File: src/rtl/servo_status_pkg.sv
package servo_status_pkg;

   // register byte offsets
   localparam logic [7:0] OFS_CTRL = 8'h00;
   localparam logic [7:0] OFS_TGT_SPEED = 8'h04;
   localparam logic [7:0] OFS_ZERO_SPEED = 8'h08;
   localparam logic [7:0] OFS_POS_WINDOW = 8'h0C;
   localparam logic [7:0] OFS_TRQ_LIMIT = 8'h10;
   localparam logic [7:0] OFS_BRAKE_ON = 8'h14;
   localparam logic [7:0] OFS_BRAKE_OFF = 8'h18;
   localparam logic [7:0] OFS_OL_PERCENT = 8'h1C;
   localparam logic [7:0] OFS_OL_PERMIT = 8'h20;
   localparam logic [7:0] OFS_DO_SELECT = 8'h24;
   localparam logic [7:0] OFS_STATUS = 8'h28;
   localparam logic [7:0] OFS_INT_STATUS = 8'h2C;
   localparam logic [7:0] OFS_INT_MASK = 8'h30;

   // control register fields
   localparam int CTRL_MODE_LSB = 0;
   localparam int CTRL_EXT_LIM_BIT = 3;
   localparam int CTRL_ALARM_CLR_BIT = 4;

   // status register fields
   localparam int STAT_CODE_LSB = 16;

   // reset values
   localparam logic [15:0] RST_TGT_SPEED = 16'h0BB8;
   localparam logic [15:0] RST_ZERO_SPEED = 16'h000A;
   localparam logic [23:0] RST_POS_WINDOW = 24'h000064;
   localparam logic [15:0] RST_TRQ_LIMIT = 16'h0064;
   localparam logic [15:0] RST_BRAKE_ON = 16'h0000;
   localparam logic [15:0] RST_BRAKE_OFF = 16'h0000;
   localparam logic [7:0] RST_OL_PERCENT = 8'h3C;
   localparam logic [15:0] RST_OL_PERMIT = 16'h1F40;
   localparam logic [7:0] RST_DO_SELECT = 8'h07;

   // output function codes
   localparam logic [7:0] FC_SERVO_ON = 8'h02;
   localparam logic [7:0] FC_ZERO_SPEED = 8'h03;
   localparam logic [7:0] FC_TARGET_SPEED = 8'h04;
   localparam logic [7:0] FC_POS_WINDOW = 8'h05;
   localparam logic [7:0] FC_TRQ_LIMITED = 8'h06;
   localparam logic [7:0] FC_FAULT_ALARM = 8'h07;
   localparam logic [7:0] FC_BRAKE = 8'h08;
   localparam logic [7:0] FC_OL_WARNING = 8'h10;
   localparam logic [7:0] FC_WARNING = 8'h11;

   localparam logic [7:0] OL_ALARM_CODE = 8'h06;
   localparam logic [7:0] NO_ALARM_CODE = 8'h00;
   localparam logic [31:0] PCT_FULL = 32'h0000_0064;

   // interrupt bits
   localparam int INT_W = 7;
   localparam int INT_TGT = 0;
   localparam int INT_POS = 1;
   localparam int INT_TQL = 2;
   localparam int INT_ALARM = 3;
   localparam int INT_WARN = 4;
   localparam int INT_OLW = 5;
   localparam int INT_BRAKE = 6;

   // time base: overload and brake delays counted in milliseconds
   localparam int CLK_PERIOD_NS = 5;
   localparam int TICK_TIME_NS = 1000000;
   localparam int TICK_CYCLES = (TICK_TIME_NS + CLK_PERIOD_NS - 1) / CLK_PERIOD_NS;

   typedef enum logic [2:0] {
      MODE_PULSE_POSITION = 3'h0,
      MODE_REG_POSITION = 3'h1,
      MODE_SPEED = 3'h2,
      MODE_TORQUE = 3'h3,
      MODE_SPEED_INTERNAL = 3'h4,
      MODE_TORQUE_INTERNAL = 3'h5
   } ctrl_mode_e;

   typedef enum logic [3:0] {
      BRK_RELEASED = 4'h1,
      BRK_ON_WAIT = 4'h2,
      BRK_ACTIVE = 4'h4,
      BRK_OFF_WAIT = 4'h8
   } brake_state_e;

endpackage

File: src/rtl/servo_status_output.sv
// Chosen here: the address map and register access over APB.
`timescale 1ns/1ps
module servo_status_output import servo_status_pkg::*; #(
   parameter int SPD_W = 16,
   parameter int POS_W = 24,
   parameter int TRQ_W = 16,
   parameter int TICK_DIV = TICK_CYCLES
) (
   // clock and reset
   input wire logic CORE_CLK_IN,
   input wire logic SRST_IN,
   // apb slave
   input wire logic PSEL_IN,
   input wire logic PENABLE_IN,
   input wire logic PWRITE_IN,
   input wire logic [7:0] PADDR_IN,
   input wire logic [31:0] PWDATA_IN,
   output logic [31:0] PRDATA_OUT,
   output logic PREADY_OUT,
   output logic PSLVERR_OUT,
   // drive conditions
   input wire logic CTRL_POWER_IN,
   input wire logic [SPD_W-1:0] SPEED_IN,
   input wire logic [POS_W-1:0] POS_ERR_IN,
   input wire logic [TRQ_W-1:0] TORQUE_IN,
   input wire logic [TRQ_W-1:0] EXT_TRQ_LIMIT_IN,
   input wire logic FAULT_IN,
   input wire logic [4:0] WARN_COND_IN,
   input wire logic OVERLOAD_IN,
   // status outputs
   output logic TARGET_SPEED_REACHED_OUT,
   output logic POSITION_WINDOW_REACHED_OUT,
   output logic TORQUE_LIMITED_FLAG_OUT,
   output logic FAULT_ALARM_OUT,
   output logic BRAKE_CONTROL_OUT,
   output logic OVERLOAD_WARNING_OUT,
   output logic ZERO_SPEED_FLAG_OUT,
   output logic SERVO_ON_STATE_OUT,
   output logic WARNING_OUT,
   output logic [7:0] ALARM_CODE_OUT,
   output logic [1:0] DO_OUT,
   output logic IRQ_OUT
);

   localparam int TW = $clog2(TICK_DIV + 1);
   localparam logic [TW-1:0] TICK_LAST = TW'(TICK_DIV - 1);

   typedef struct packed {
      logic [2:0] pwr_sync;
      logic servo_on;
      logic [2:0] mode;
      logic ext_lim;
      logic ol_clear;
      logic [SPD_W-1:0] tgt;
      logic [SPD_W-1:0] zero;
      logic [POS_W-1:0] win;
      logic [TRQ_W-1:0] tlim;
      logic [15:0] bon;
      logic [15:0] boff;
      logic [7:0] pct;
      logic [15:0] perm;
      logic [7:0] sel0;
      logic [7:0] sel1;
      logic [INT_W-1:0] ist;
      logic [INT_W-1:0] imask;
      logic target_speed_reached;
      logic position_window_reached;
      logic torque_limited_flag;
      logic alarm;
      logic brake;
      logic overload_warning_out;
      logic zero_speed_flag;
      logic warn;
      logic [7:0] acode;
      logic [1:0] dout;
      logic irq;
      logic [31:0] prdata;
      logic pready;
      logic pslverr;
      logic [TW-1:0] tick_cnt;
      logic tick;
   } top_s;

   top_s st_reg;
   top_s st_next;
   logic brk_raw;
   logic ol_warn_raw;
   logic ol_alarm_raw;

   function automatic logic do_select(input logic [7:0] code, input top_s s);
      case (code)
         FC_SERVO_ON: return s.servo_on;
         FC_ZERO_SPEED: return s.zero_speed_flag;
         FC_TARGET_SPEED: return s.target_speed_reached;
         FC_POS_WINDOW: return s.position_window_reached;
         FC_TRQ_LIMITED: return s.torque_limited_flag;
         FC_FAULT_ALARM: return s.alarm;
         FC_BRAKE: return s.brake;
         FC_OL_WARNING: return s.overload_warning_out;
         FC_WARNING: return s.warn;
         default: return 1'b0;
      endcase
   endfunction

   brake_sequencer u_brake (
      .clk_in(CORE_CLK_IN),
      .srst_in(SRST_IN),
      .tick_in(st_reg.tick),
      .servo_on_in(st_reg.servo_on),
      .zero_speed_in(st_reg.zero_speed_flag),
      .on_delay_in(st_reg.bon),
      .off_delay_in(st_reg.boff),
      .brake_out(brk_raw)
   );

   overload_monitor u_overload (
      .clk_in(CORE_CLK_IN),
      .srst_in(SRST_IN),
      .tick_in(st_reg.tick),
      .overload_in(OVERLOAD_IN),
      .clear_in(st_reg.ol_clear),
      .permit_ms_in(st_reg.perm),
      .percent_in(st_reg.pct),
      .warn_out(ol_warn_raw),
      .alarm_out(ol_alarm_raw)
   );

   always_comb begin
      logic [TRQ_W-1:0] lim;
      logic [31:0] rd;
      logic mapped;
      logic wr;
      logic [INT_W-1:0] ev;
      logic [INT_W-1:0] w1c;
      lim = '0;
      rd = 32'h0000_0000;
      mapped = 1'b1;
      wr = 1'b0;
      ev = '0;
      w1c = '0;
      st_next = st_reg;

      // time base for overload and brake delays
      st_next.tick = 1'b0;
      if (st_reg.tick_cnt >= TICK_LAST) begin
         st_next.tick_cnt = '0;
         st_next.tick = 1'b1;
      end else begin
         st_next.tick_cnt = st_reg.tick_cnt + TW'(1);
      end

      // power pin crossing: change accepted once stages two and three agree
      st_next.pwr_sync = {st_reg.pwr_sync[1:0], CTRL_POWER_IN};
      if (st_reg.pwr_sync[1] == st_reg.pwr_sync[2]) begin
         st_next.servo_on = st_reg.pwr_sync[2];
      end

      st_next.target_speed_reached = SPEED_IN >= st_reg.tgt;
      st_next.zero_speed_flag = SPEED_IN <= st_reg.zero;
      st_next.position_window_reached = (st_reg.mode == MODE_PULSE_POSITION) && (POS_ERR_IN <= st_reg.win);
      lim = st_reg.ext_lim ? EXT_TRQ_LIMIT_IN : st_reg.tlim;
      st_next.torque_limited_flag = (st_reg.mode != MODE_TORQUE) && (st_reg.mode != MODE_TORQUE_INTERNAL)
         && (TORQUE_IN >= lim);
      // warning-class faults never reach the alarm line directly
      st_next.alarm = FAULT_IN || ol_alarm_raw;
      st_next.warn = |WARN_COND_IN;
      st_next.acode = ol_alarm_raw ? OL_ALARM_CODE : NO_ALARM_CODE;
      st_next.overload_warning_out = ol_warn_raw;
      st_next.brake = brk_raw;
      st_next.dout = {do_select(st_reg.sel1, st_reg), do_select(st_reg.sel0, st_reg)};

      // apb: answer prepared in setup, zero wait states in access
      st_next.pready = 1'b0;
      st_next.pslverr = 1'b0;
      st_next.ol_clear = 1'b0;
      case (PADDR_IN)
         OFS_CTRL: rd = {28'h0, st_reg.ext_lim, st_reg.mode};
         OFS_TGT_SPEED: rd = 32'(st_reg.tgt);
         OFS_ZERO_SPEED: rd = 32'(st_reg.zero);
         OFS_POS_WINDOW: rd = 32'(st_reg.win);
         OFS_TRQ_LIMIT: rd = 32'(st_reg.tlim);
         OFS_BRAKE_ON: rd = {16'h0000, st_reg.bon};
         OFS_BRAKE_OFF: rd = {16'h0000, st_reg.boff};
         OFS_OL_PERCENT: rd = {24'h000000, st_reg.pct};
         OFS_OL_PERMIT: rd = {16'h0000, st_reg.perm};
         OFS_DO_SELECT: rd = {16'h0000, st_reg.sel1, st_reg.sel0};
         OFS_STATUS: rd = {8'h00, st_reg.acode, 7'h00, st_reg.servo_on, st_reg.zero_speed_flag,
            st_reg.brake, st_reg.overload_warning_out, st_reg.warn, st_reg.alarm, st_reg.torque_limited_flag,
            st_reg.position_window_reached, st_reg.target_speed_reached};
         OFS_INT_STATUS: rd = 32'(st_reg.ist);
         OFS_INT_MASK: rd = 32'(st_reg.imask);
         default: mapped = 1'b0;
      endcase
      if (PSEL_IN && !PENABLE_IN) begin
         st_next.pready = 1'b1;
         st_next.pslverr = !mapped;
         st_next.prdata = (mapped && !PWRITE_IN) ? rd : 32'h0000_0000;
      end
      wr = PSEL_IN && PENABLE_IN && st_reg.pready && PWRITE_IN && mapped;
      if (wr) begin
         case (PADDR_IN)
            OFS_CTRL: begin
               st_next.mode = PWDATA_IN[CTRL_MODE_LSB +: 3];
               st_next.ext_lim = PWDATA_IN[CTRL_EXT_LIM_BIT];
               st_next.ol_clear = PWDATA_IN[CTRL_ALARM_CLR_BIT];
            end
            OFS_TGT_SPEED: st_next.tgt = PWDATA_IN[SPD_W-1:0];
            OFS_ZERO_SPEED: st_next.zero = PWDATA_IN[SPD_W-1:0];
            OFS_POS_WINDOW: st_next.win = PWDATA_IN[POS_W-1:0];
            OFS_TRQ_LIMIT: st_next.tlim = PWDATA_IN[TRQ_W-1:0];
            OFS_BRAKE_ON: st_next.bon = PWDATA_IN[15:0];
            OFS_BRAKE_OFF: st_next.boff = PWDATA_IN[15:0];
            OFS_OL_PERCENT: st_next.pct = PWDATA_IN[7:0];
            OFS_OL_PERMIT: st_next.perm = PWDATA_IN[15:0];
            OFS_DO_SELECT: st_next.sel0 = PWDATA_IN[7:0];
            OFS_INT_STATUS: w1c = PWDATA_IN[INT_W-1:0];
            OFS_INT_MASK: st_next.imask = PWDATA_IN[INT_W-1:0];
            default: w1c = '0;
         endcase
         if (PADDR_IN == OFS_DO_SELECT) begin
            st_next.sel1 = PWDATA_IN[15:8];
         end
      end

      // rising edges are events, brake changes in either direction; a set in the clearing cycle survives
      ev[INT_TGT] = st_next.target_speed_reached && !st_reg.target_speed_reached;
      ev[INT_POS] = st_next.position_window_reached && !st_reg.position_window_reached;
      ev[INT_TQL] = st_next.torque_limited_flag && !st_reg.torque_limited_flag;
      ev[INT_ALARM] = st_next.alarm && !st_reg.alarm;
      ev[INT_WARN] = st_next.warn && !st_reg.warn;
      ev[INT_OLW] = st_next.overload_warning_out && !st_reg.overload_warning_out;
      ev[INT_BRAKE] = st_next.brake != st_reg.brake;
      st_next.ist = (st_reg.ist & ~w1c) | ev;
      st_next.irq = |(st_reg.ist & st_reg.imask);
   end

   always_ff @(posedge CORE_CLK_IN) begin
      if (SRST_IN) begin
         st_reg <= '0;
         st_reg.tgt <= RST_TGT_SPEED[SPD_W-1:0];
         st_reg.zero <= RST_ZERO_SPEED[SPD_W-1:0];
         st_reg.win <= RST_POS_WINDOW[POS_W-1:0];
         st_reg.tlim <= RST_TRQ_LIMIT[TRQ_W-1:0];
         st_reg.bon <= RST_BRAKE_ON;
         st_reg.boff <= RST_BRAKE_OFF;
         st_reg.pct <= RST_OL_PERCENT;
         st_reg.perm <= RST_OL_PERMIT;
         st_reg.sel0 <= RST_DO_SELECT;
      end else begin
         st_reg <= st_next;
      end
   end

   assign PRDATA_OUT = st_reg.prdata;
   assign PREADY_OUT = st_reg.pready;
   assign PSLVERR_OUT = st_reg.pslverr;
   assign TARGET_SPEED_REACHED_OUT = st_reg.target_speed_reached;
   assign POSITION_WINDOW_REACHED_OUT = st_reg.position_window_reached;
   assign TORQUE_LIMITED_FLAG_OUT = st_reg.torque_limited_flag;
   assign FAULT_ALARM_OUT = st_reg.alarm;
   assign BRAKE_CONTROL_OUT = st_reg.brake;
   assign OVERLOAD_WARNING_OUT = st_reg.overload_warning_out;
   assign ZERO_SPEED_FLAG_OUT = st_reg.zero_speed_flag;
   assign SERVO_ON_STATE_OUT = st_reg.servo_on;
   assign WARNING_OUT = st_reg.warn;
   assign ALARM_CODE_OUT = st_reg.acode;
   assign DO_OUT = st_reg.dout;
   assign IRQ_OUT = st_reg.irq;

   a_target_speed_set: assert property (@(posedge CORE_CLK_IN) disable iff (SRST_IN)
      (SPEED_IN >= st_reg.tgt) |=> TARGET_SPEED_REACHED_OUT)
      else $error("target speed flag not set");
   a_target_speed_drop: assert property (@(posedge CORE_CLK_IN) disable iff (SRST_IN)
      (TARGET_SPEED_REACHED_OUT && SPEED_IN < st_reg.tgt) |=> !TARGET_SPEED_REACHED_OUT)
      else $error("target speed flag not cleared");
   a_pos_mode_only: assert property (@(posedge CORE_CLK_IN) disable iff (SRST_IN)
      (st_reg.mode != MODE_PULSE_POSITION || POS_ERR_IN > st_reg.win)
      |=> !POSITION_WINDOW_REACHED_OUT)
      else $error("position flag outside pulse mode or window");
   a_torque_mode_block: assert property (@(posedge CORE_CLK_IN) disable iff (SRST_IN)
      (st_reg.mode == MODE_TORQUE || st_reg.mode == MODE_TORQUE_INTERNAL)
      |=> !TORQUE_LIMITED_FLAG_OUT)
      else $error("torque limited flag in torque mode");
   a_fault_alarm_on: assert property (@(posedge CORE_CLK_IN) disable iff (SRST_IN)
      FAULT_IN |=> FAULT_ALARM_OUT)
      else $error("fault alarm not raised");
   a_warn_not_alarm: assert property (@(posedge CORE_CLK_IN) disable iff (SRST_IN)
      ((|WARN_COND_IN) && !FAULT_IN && !ol_alarm_raw) |=> (WARNING_OUT && !FAULT_ALARM_OUT))
      else $error("warning class fault reached alarm");
   a_ol_alarm_code: assert property (@(posedge CORE_CLK_IN) disable iff (SRST_IN)
      ol_alarm_raw |=> (FAULT_ALARM_OUT && ALARM_CODE_OUT == OL_ALARM_CODE))
      else $error("overload alarm not shown");
   a_zero_speed_flag: assert property (@(posedge CORE_CLK_IN) disable iff (SRST_IN)
      (!SRST_IN && SPEED_IN <= st_reg.zero) |=> ZERO_SPEED_FLAG_OUT)
      else $error("zero speed flag missed");
   a_servo_on_power: assert property (@(posedge CORE_CLK_IN) disable iff (SRST_IN)
      (!SRST_IN && CTRL_POWER_IN) [*4] |=> SERVO_ON_STATE_OUT)
      else $error("servo on state missed with power");
   a_irq_level: assert property (@(posedge CORE_CLK_IN) disable iff (SRST_IN)
      (|(st_reg.ist & st_reg.imask)) |=> IRQ_OUT)
      else $error("interrupt not raised");

endmodule

File: src/rtl/brake_sequencer.sv
`timescale 1ns/1ps
module brake_sequencer import servo_status_pkg::*; (
   // clock and reset
   input wire logic clk_in,
   input wire logic srst_in,
   // timing and conditions
   input wire logic tick_in,
   input wire logic servo_on_in,
   input wire logic zero_speed_in,
   input wire logic [15:0] on_delay_in,
   input wire logic [15:0] off_delay_in,
   // brake drive
   output logic brake_out
);

   typedef struct packed {
      brake_state_e state;
      logic [15:0] cnt;
      logic brake;
   } brk_s;

   brk_s st_reg;
   brk_s st_next;

   always_comb begin
      st_next = st_reg;
      if (tick_in && st_reg.cnt != 16'hFFFF) begin
         st_next.cnt = st_reg.cnt + 16'h0001;
      end
      case (st_reg.state)
         BRK_RELEASED: begin
            if (servo_on_in) begin
               st_next.state = BRK_ON_WAIT;
               st_next.cnt = 16'h0000;
            end
         end
         BRK_ON_WAIT: begin
            if (!servo_on_in) begin
               st_next.state = BRK_RELEASED;
            end else if (st_reg.cnt >= on_delay_in) begin
               st_next.state = BRK_ACTIVE;
            end
         end
         BRK_ACTIVE: begin
            if (!servo_on_in) begin
               st_next.state = BRK_OFF_WAIT;
               st_next.cnt = 16'h0000;
            end
         end
         BRK_OFF_WAIT: begin
            if (servo_on_in) begin
               st_next.state = BRK_ACTIVE;
            end else if (st_reg.cnt >= off_delay_in || zero_speed_in) begin
               st_next.state = BRK_RELEASED;
            end
         end
         default: begin
            st_next.state = BRK_RELEASED;
         end
      endcase
      // output follows the state it leaves for, so it lags only one flop
      st_next.brake = (st_next.state == BRK_ACTIVE) || (st_next.state == BRK_OFF_WAIT);
   end

   always_ff @(posedge clk_in) begin
      if (srst_in) begin
         st_reg <= '{state: BRK_RELEASED, cnt: 16'h0000, brake: 1'b0};
      end else begin
         st_reg <= st_next;
      end
   end

   assign brake_out = st_reg.brake;

   a_brake_off_power: assert property (@(posedge clk_in) disable iff (srst_in)
      (st_reg.state == BRK_RELEASED && !servo_on_in) |=> !brake_out)
      else $error("brake active without servo on");
   a_brake_zero_rel: assert property (@(posedge clk_in) disable iff (srst_in)
      (st_reg.state == BRK_OFF_WAIT && !servo_on_in && zero_speed_in) |=> !brake_out)
      else $error("brake not released at zero speed");

endmodule

File: src/rtl/overload_monitor.sv
`timescale 1ns/1ps
module overload_monitor import servo_status_pkg::*; (
   // clock and reset
   input wire logic clk_in,
   input wire logic srst_in,
   // load condition and settings
   input wire logic tick_in,
   input wire logic overload_in,
   input wire logic clear_in,
   input wire logic [15:0] permit_ms_in,
   input wire logic [7:0] percent_in,
   // results
   output logic warn_out,
   output logic alarm_out
);

   typedef struct packed {
      logic [15:0] cnt;
      logic warn;
      logic alarm;
   } ol_s;

   ol_s st_reg;
   ol_s st_next;
   logic [15:0] warn_limit;

   function automatic logic [15:0] scale_pct(input logic [15:0] t, input logic [7:0] p);
      logic [31:0] prod;
      prod = 32'(t) * 32'(p);
      return 16'(prod / PCT_FULL);
   endfunction

   assign warn_limit = scale_pct(permit_ms_in, percent_in);

   always_comb begin
      st_next = st_reg;
      // only an unbroken overload accumulates
      if (!overload_in) begin
         st_next.cnt = 16'h0000;
      end else if (tick_in && st_reg.cnt != 16'hFFFF) begin
         st_next.cnt = st_reg.cnt + 16'h0001;
      end
      st_next.warn = st_reg.cnt > warn_limit;
      if (st_reg.cnt > permit_ms_in) begin
         st_next.alarm = 1'b1;
      end else if (clear_in) begin
         st_next.alarm = 1'b0;
      end
   end

   always_ff @(posedge clk_in) begin
      if (srst_in) begin
         st_reg <= '{cnt: 16'h0000, warn: 1'b0, alarm: 1'b0};
      end else begin
         st_reg <= st_next;
      end
   end

   assign warn_out = st_reg.warn;
   assign alarm_out = st_reg.alarm;

   a_ol_warn_time: assert property (@(posedge clk_in) disable iff (srst_in)
      (st_reg.cnt > warn_limit) |=> warn_out)
      else $error("overload warning missed");
   a_ol_alarm_latch: assert property (@(posedge clk_in) disable iff (srst_in)
      (st_reg.cnt > permit_ms_in) |=> alarm_out ##1 (alarm_out || $past(clear_in)))
      else $error("overload alarm not held");

endmodule

File: config.mk
export PLATFORM = sky130hd
export DESIGN_NAME = servo_status_output
export DESIGN_NICKNAME = d
export VERILOG_FILES = /design/src/rtl/servo_status_pkg.sv /design/src/rtl/servo_status_output.sv /design/src/rtl/brake_sequencer.sv /design/src/rtl/overload_monitor.sv
export SDC_FILE = /design/constraint.sdc
export NUM_CORES = 1
export LEC_CHECK = 0
export ABC_AREA = 1
export BUFFER_PORTS_ARGS = -buffer_cell sky130_fd_sc_hd__buf_2
export CORE_ASPECT_RATIO = 1.75
export CORE_MARGIN = 5
export CORE_UTILIZATION = 62
export DETAILED_ROUTE_END_ITERATION = 8
export HOLD_SLACK_MARGIN = 0.03
export PLACE_DENSITY = 0.9
export SLEW_MARGIN = 15
export SYNTH_ARGS = -nofsm -noshare
export SYNTH_HDL_FRONTEND = slang
export SYNTH_SLANG_ARGS = --single-unit
File: constraint.sdc
create_clock -name CORE_CLK_IN -period 15.4 [get_ports CORE_CLK_IN]
set_clock_uncertainty 0.2 [all_clocks]
set_input_delay 3.08 -clock CORE_CLK_IN [delete_from_list [all_inputs] [get_ports CORE_CLK_IN]]
set_output_delay 3.08 -clock CORE_CLK_IN [all_outputs]
set_load 0.02 [all_outputs]
After elaboration in Yosys (flattened, before gate mapping):

Cells that the tools add are included.

* eq/ne operators: 42
* mux-type cells: 22
* $lt $le $gt $ge: 9
* multiply operators: 1
* bitwise logic cells: 8
* add/subtract/negate cells: 3
* div/mod/pow operators: 1
* reductions and logical operators: 50

Operators with widths (count)
* $pmux 24 s13: 1
* $eq 8x3->1 const B: 9
* $eq 8x5->1 const B: 8
* $ge 16x16->1: 4
* $eq 8x6->1 const B: 5
* $mux 20: 2
* $add 16x1->16 const B: 2
* $div 24x7->32 const B: 1
* $eq 8x2->1 const B: 4
* $eq 8x4->1 const B: 4
* $gt 16x16->1: 2
* $mux 16: 2
* $ne 16x16->1 const B: 2
* $pmux 16 s2: 1
* $le 24x24->1: 1
* $mul 16x8->24: 1
* $mux 24: 1
* $reduce_and 2->1: 11
* $add 18x1->18 const B: 1
* $ge 18x18->1 const B: 1
* $pmux 1 s9: 2
* $logic_and 1x1->1: 17
* $le 16x16->1: 1
* $mux 4: 4
* other kinds (27): 49

* input port bits: 125
* logic and storage cells: 175
* output and inout port bits: 54
* flip-flop bits (word level): 278

Logic depth before layout (Yosys ltp):

* word-level depth: 8
* depth in mapped cells: 126
* depth with buffers taken out: 124

Hierarchy:

From an unflattened synthesis, not the netlist that was laid out.

* cells, all modules: 3846
* area total of the unflattened synthesis: 24258.3 µm²

Modules (own cells, without submodules)
* servo_status_output: cells an instance 2029, area an instance 13026.2 µm², sequential area each 4484.3 µm², instances 1
* overload_monitor: cells an instance 1487, area an instance 9117.5 µm², sequential area each 360.3 µm², instances 1
* brake_sequencer: cells an instance 330, area an instance 2114.5 µm², sequential area each 420.4 µm², instances 1

Least setup slack after synthesis:

OpenSTA, ideal clock, no wires.

* kind: register -> register
* from: register st_reg[125] (netlist name)
* to: register u_overload.st_reg, in the netlist u_overload.warn_out
* path slack: 3.396 ns
* buffers on the path: 2
* data required time: 15.122 ns
* setup time: 0.078 ns
* clock period less this slack: 12.004 ns
* stages on the path, launching flop included: 108
* arrival time: 11.726 ns
* path through: dfxtp_1 -> clkbuf_1 -> clkbuf_1 -> nand2_1 -> fa_1 -> inv_1 -> fa_1 -> fa_1 -> inv_1 -> fa_1 -> inv_1 -> ha_1 -> nand2_1 -> inv_2 -> nand2_1 -> nand2_1 -> a21oi_1 -> nand3_1 -> (+72 left out) -> nor2_1 -> nand2_2 -> nand2_2 -> nand2_1 -> nand2_1 -> inv_1 -> nand3_1 -> nand2_1 -> ha_1 -> inv_1 -> a21oi_1 -> o21ai_0 -> nand3_1 -> nand2_1 -> nand2_1 -> a21oi_1 -> nor3_1 -> nor3_1

* word-level cells in the longest chain between the ends: 3

RTL lines
* start: declaration: RTL line servo_status_output.sv:84 `top_s st_reg;`
* start signal: assignment: RTL line servo_status_output.sv:250 `st_reg <= st_next;`
* $mul 16x8->24: RTL line overload_monitor.sv:29 `prod = 32'(t) * 32'(p);`
* $div 24x7->32: RTL line overload_monitor.sv:30 `return 16'(prod / PCT_FULL);`
* $gt 16x16->1: RTL line overload_monitor.sv:43 `st_next.warn = st_reg.cnt > warn_limit;`
* end signal: assignment: RTL line overload_monitor.sv:53 `st_reg <= '{cnt: 16'h0000, warn: 1'b0, alarm: 1'b0};`
* end signal: assignment: RTL line overload_monitor.sv:55 `st_reg <= st_next;`
* end: declaration: RTL line overload_monitor.sv:23 `ol_s st_reg;`

No other way between the ends.
A chain may end at the register's enable or synchronous reset.

Final worst setup path:

* from: register st_reg[123] (netlist name)
* to: register u_overload.st_reg, in the netlist u_overload.warn_out

The elaborated chain is that of the path after synthesis.

==> impl_results.md <==
* Outcome: completed
* CTS Buf Count at 22
* # IOs at 179
* Post-DP HPWL at 52000 um
* Critical path required time at 15650 ps
* Seq pwr share at 46.0%
* DRC violations left at 0
* Vias after detailed routing at 21.5k
* Net switching power at 426 uW
* Hold Path Class: reg2reg
* Mapped Cells at 3159
* RSZ-0062 raised after global routing: false
* Clock power share at 38.8%
* P_leak at 0.0117 uW
* Die Y at 259 um
* Most frequent cells in the layout: 650 x nand2_1, 562 x inv_1, 262 x dfxtp_1, 230 x a21oi_1, 190 x o21ai_0
* 1st-iter DRT viols at 1441
* Final WL at 67100 um
* Worst-path fanout max at 18
* Main synth FF type: dfxtp_1
* Share of cells above drive strength 1 at 11.5%
* Rows at 91
* Library cells used by synthesis at 63
* Setup Viol. Count Final at 0
* CTS sink cnt at 263
* Clock-pin slew on the worst setup and hold paths at 70 ps
* Slew headroom at 26.9%
* Die Wd at 152 um
* NumNets Final at 3616
* Drt first pass iters at 7
* Detail-routed via count per cell at 5.80
* Synthesis-to-layout area growth at 6.94%
* Max reg flops at 183
* Post-Route Setup TNS at 0 ps
* Final core occ at 66.7%
* Max Clock Freq at 71.1 MHz
* Largest net degree at the start of global routing at 94
* Final Max Tran Viols at 0
* Synth warn at 0
* Die Area at 0.0393 mm^2
* Post-synth ARST share at 0%
* Cell area after synthesis at 0.0219 mm^2
* CTS tree: yes
* Cell internal pwr at 1070 uW
* EDFF count, synth at 0
* CP arrival at 14310 ps
* CP bufs+invs at 8
* Combinational Power Share at 15.3%
* H-Tree Depth at 1
* Wirelength per Cell at 18.1 um
* CORE AREA at 0.0351 mm^2
* Final Critical Period at 14060 ps
* Post-DRT Antenna Nets at 0
* Gr ovfl total at 0
* Avg Synthesized Cell Area at 6.93 um^2
* Initial Utilization at 62.4%
* Crit path largest cell delay at 900 ps
* Longest Clk Path Bufs at 3
* Global-route wire length before repair at 106000 um
* Clock insertion delay at the later pin of the skew report at 540 ps
* Post-synthesis sequential area ratio at 24.1%
* Initial antenna violation count at 3
* PortBufs at 156
* GP Congestion at 1.08
* CTS root buf: clkbuf_16
* Postcts setup bufs at 0
* Slowest CP cell: dfxtp_1
* Aggregate global-route resource usage at 33.0%
* Fillcell total at 3119
* Pwr/cell area at 63.9 mW/mm^2
* Setup Crit Path Kind: reg2reg
* Yosys reg bits at 263
* Maxcap violations at 0
* Tcrit/Tclk final at 91.3%
* Most numerous cell on the critical path: nand2_1
* CP Launch Type: flop
* Most common cell after layout, fill and taps aside: nand2_1
* VDD IR max at 0.000101 V
* Sw Ratio at 28.5%
* Final Hold Viols at 0
* Delay-heaviest family, CP: simple AND/OR/NAND/NOR gates
* Vias in the first global route at 21.4k
* Critical path endpoint category: flop
* Worst Tran Pin Value at 1080 ps
per-stage QoR:
| stage | power, uW | area (um^2) | hold slack [ps] | setup WS, ps | cells |
|---|---|---|---|---|---|
| finish | 1500 | 23400 | 216 | 1340 | 3707 |
| global route | 1550 | 23400 | 234 | 71.3 | 3706 |
| CTS | 1490 | 23400 | 215 | 1340 | 3704 |
| detailed placement | 928 | 22700 | 206 | 1380 | 3665 |
| global placement | 921 | 22700 | 192 | 1800 | 3665 |
| floorplan | 861 | 21900 | 188 | 3400 | 3172 |
layout make-up:
type	count	area [um^2]	share of cell area [%]
antenna	3	7.51	0.0321
sequential	263	5270	22.5
tap	465	582	2.49
multi-input combinational	2165	13700	58.6
clock buffer	31	646	2.76
clock inverter	8	70.1	0.299
timing repair buffer	161	818	3.50
inverter	611	2300	9.81
power groups by stage:
stage,clock network [uW],logic [uW],registers (uW)
after detailed placement,0,225,703
after CTS,578,226,687
after global routing,605,253,688
final,580,228,688
after floorplan,0,158,703
after global placement,0,219,703
worst paths after layout:
| kind | startpoint | end | slack (ps) | cells after the start |
|---|---|---|---|---|
| worst max-delay path | st_reg[123] | u_overload.warn_out | 1340 | 107 |
| worst min-delay path | st_next[237] | st_next[238] | 220 | 2 |
| worst max register to register | st_reg[123] | u_overload.warn_out | 1340 | 107 |
| worst min register to register | st_next[237] | st_next[238] | 220 | 2 |
repair_timing:
item	CTS	global route
gates resized for setup	0	1
endpoints found under the hold margin	0	0
setup endpoints to repair	0	1
hold buffers	0	0
tightest hold or removal path, delay by kind of cell (launching register included):
| kind | cells | cell delay [ps] |
|---|---|---|
| buf+inv | 1 | 50 |
| flops | 1 | 300 |
| simple gates | 1 | 30 |
Yosys cell counts, types with 5 or more instances:
cell | instances | area (um^2)
o21ai_0 | 190 | 951
a21o_1 | 6 | 45.0
nand3_2 | 7 | 70.1
nand2_4 | 29 | 327
nand3b_1 | 6 | 45.0
nand4_1 | 49 | 307
inv_2 | 36 | 135
nand2_1 | 650 | 2440
nand3_1 | 131 | 656
ha_1 | 183 | 2290
clkinv_1 | 13 | 48.8
o2111ai_1 | 6 | 52.6
xnor2_1 | 6 | 52.6
nand2_2 | 59 | 369
nand4_4 | 5 | 106
o21a_1 | 12 | 90.1
o211ai_1 | 46 | 345
a21oi_1 | 230 | 1150
o22ai_1 | 50 | 313
dfxtp_1 | 263 | 5270
nor3_1 | 39 | 195
xor2_1 | 23 | 201
buf_4 | 42 | 315
nand4_2 | 5 | 62.6
a211oi_1 | 17 | 128
nor4_1 | 13 | 81.3
nor2_1 | 187 | 702
o21bai_1 | 5 | 37.5
inv_1 | 562 | 2110
nor2_4 | 12 | 135
clkbuf_1 | 89 | 334
a221oi_1 | 18 | 158
o21ai_1 | 12 | 60.1
fa_1 | 84 | 1680
a31oi_1 | 12 | 75.1
o221ai_1 | 8 | 70.1
routing by layer:
metal  vias to the layer above  track usage (%)  wire (um)
met2                       904             60.4      33700
met3                       357             5.21       4620
met5                         -                0          0
met1                      9934             31.4      21800
li1                      10300                -          -
met4                         0             29.7       7040
cell families (layout without fill, tap and decap cells):
family / after synthesis / count (layout) / synth area share (%)
AND/OR/NAND/NOR: 1214 / 1214 / 26.0
buffers and inverters: 744 / 811 / 13.5
AO/OA/AOI/OAI: 638 / 638 / 17.0
adder cells (fa/ha/maj): 267 / 267 / 18.1
flip-flops: 263 / 263 / 24.1
XOR/XNOR: 29 / 29 / 1.16
multiplexers: 3 / 3 / 0.137
other: 1 / 17 / 0.0171
Power figures use the tool's default switching activity.
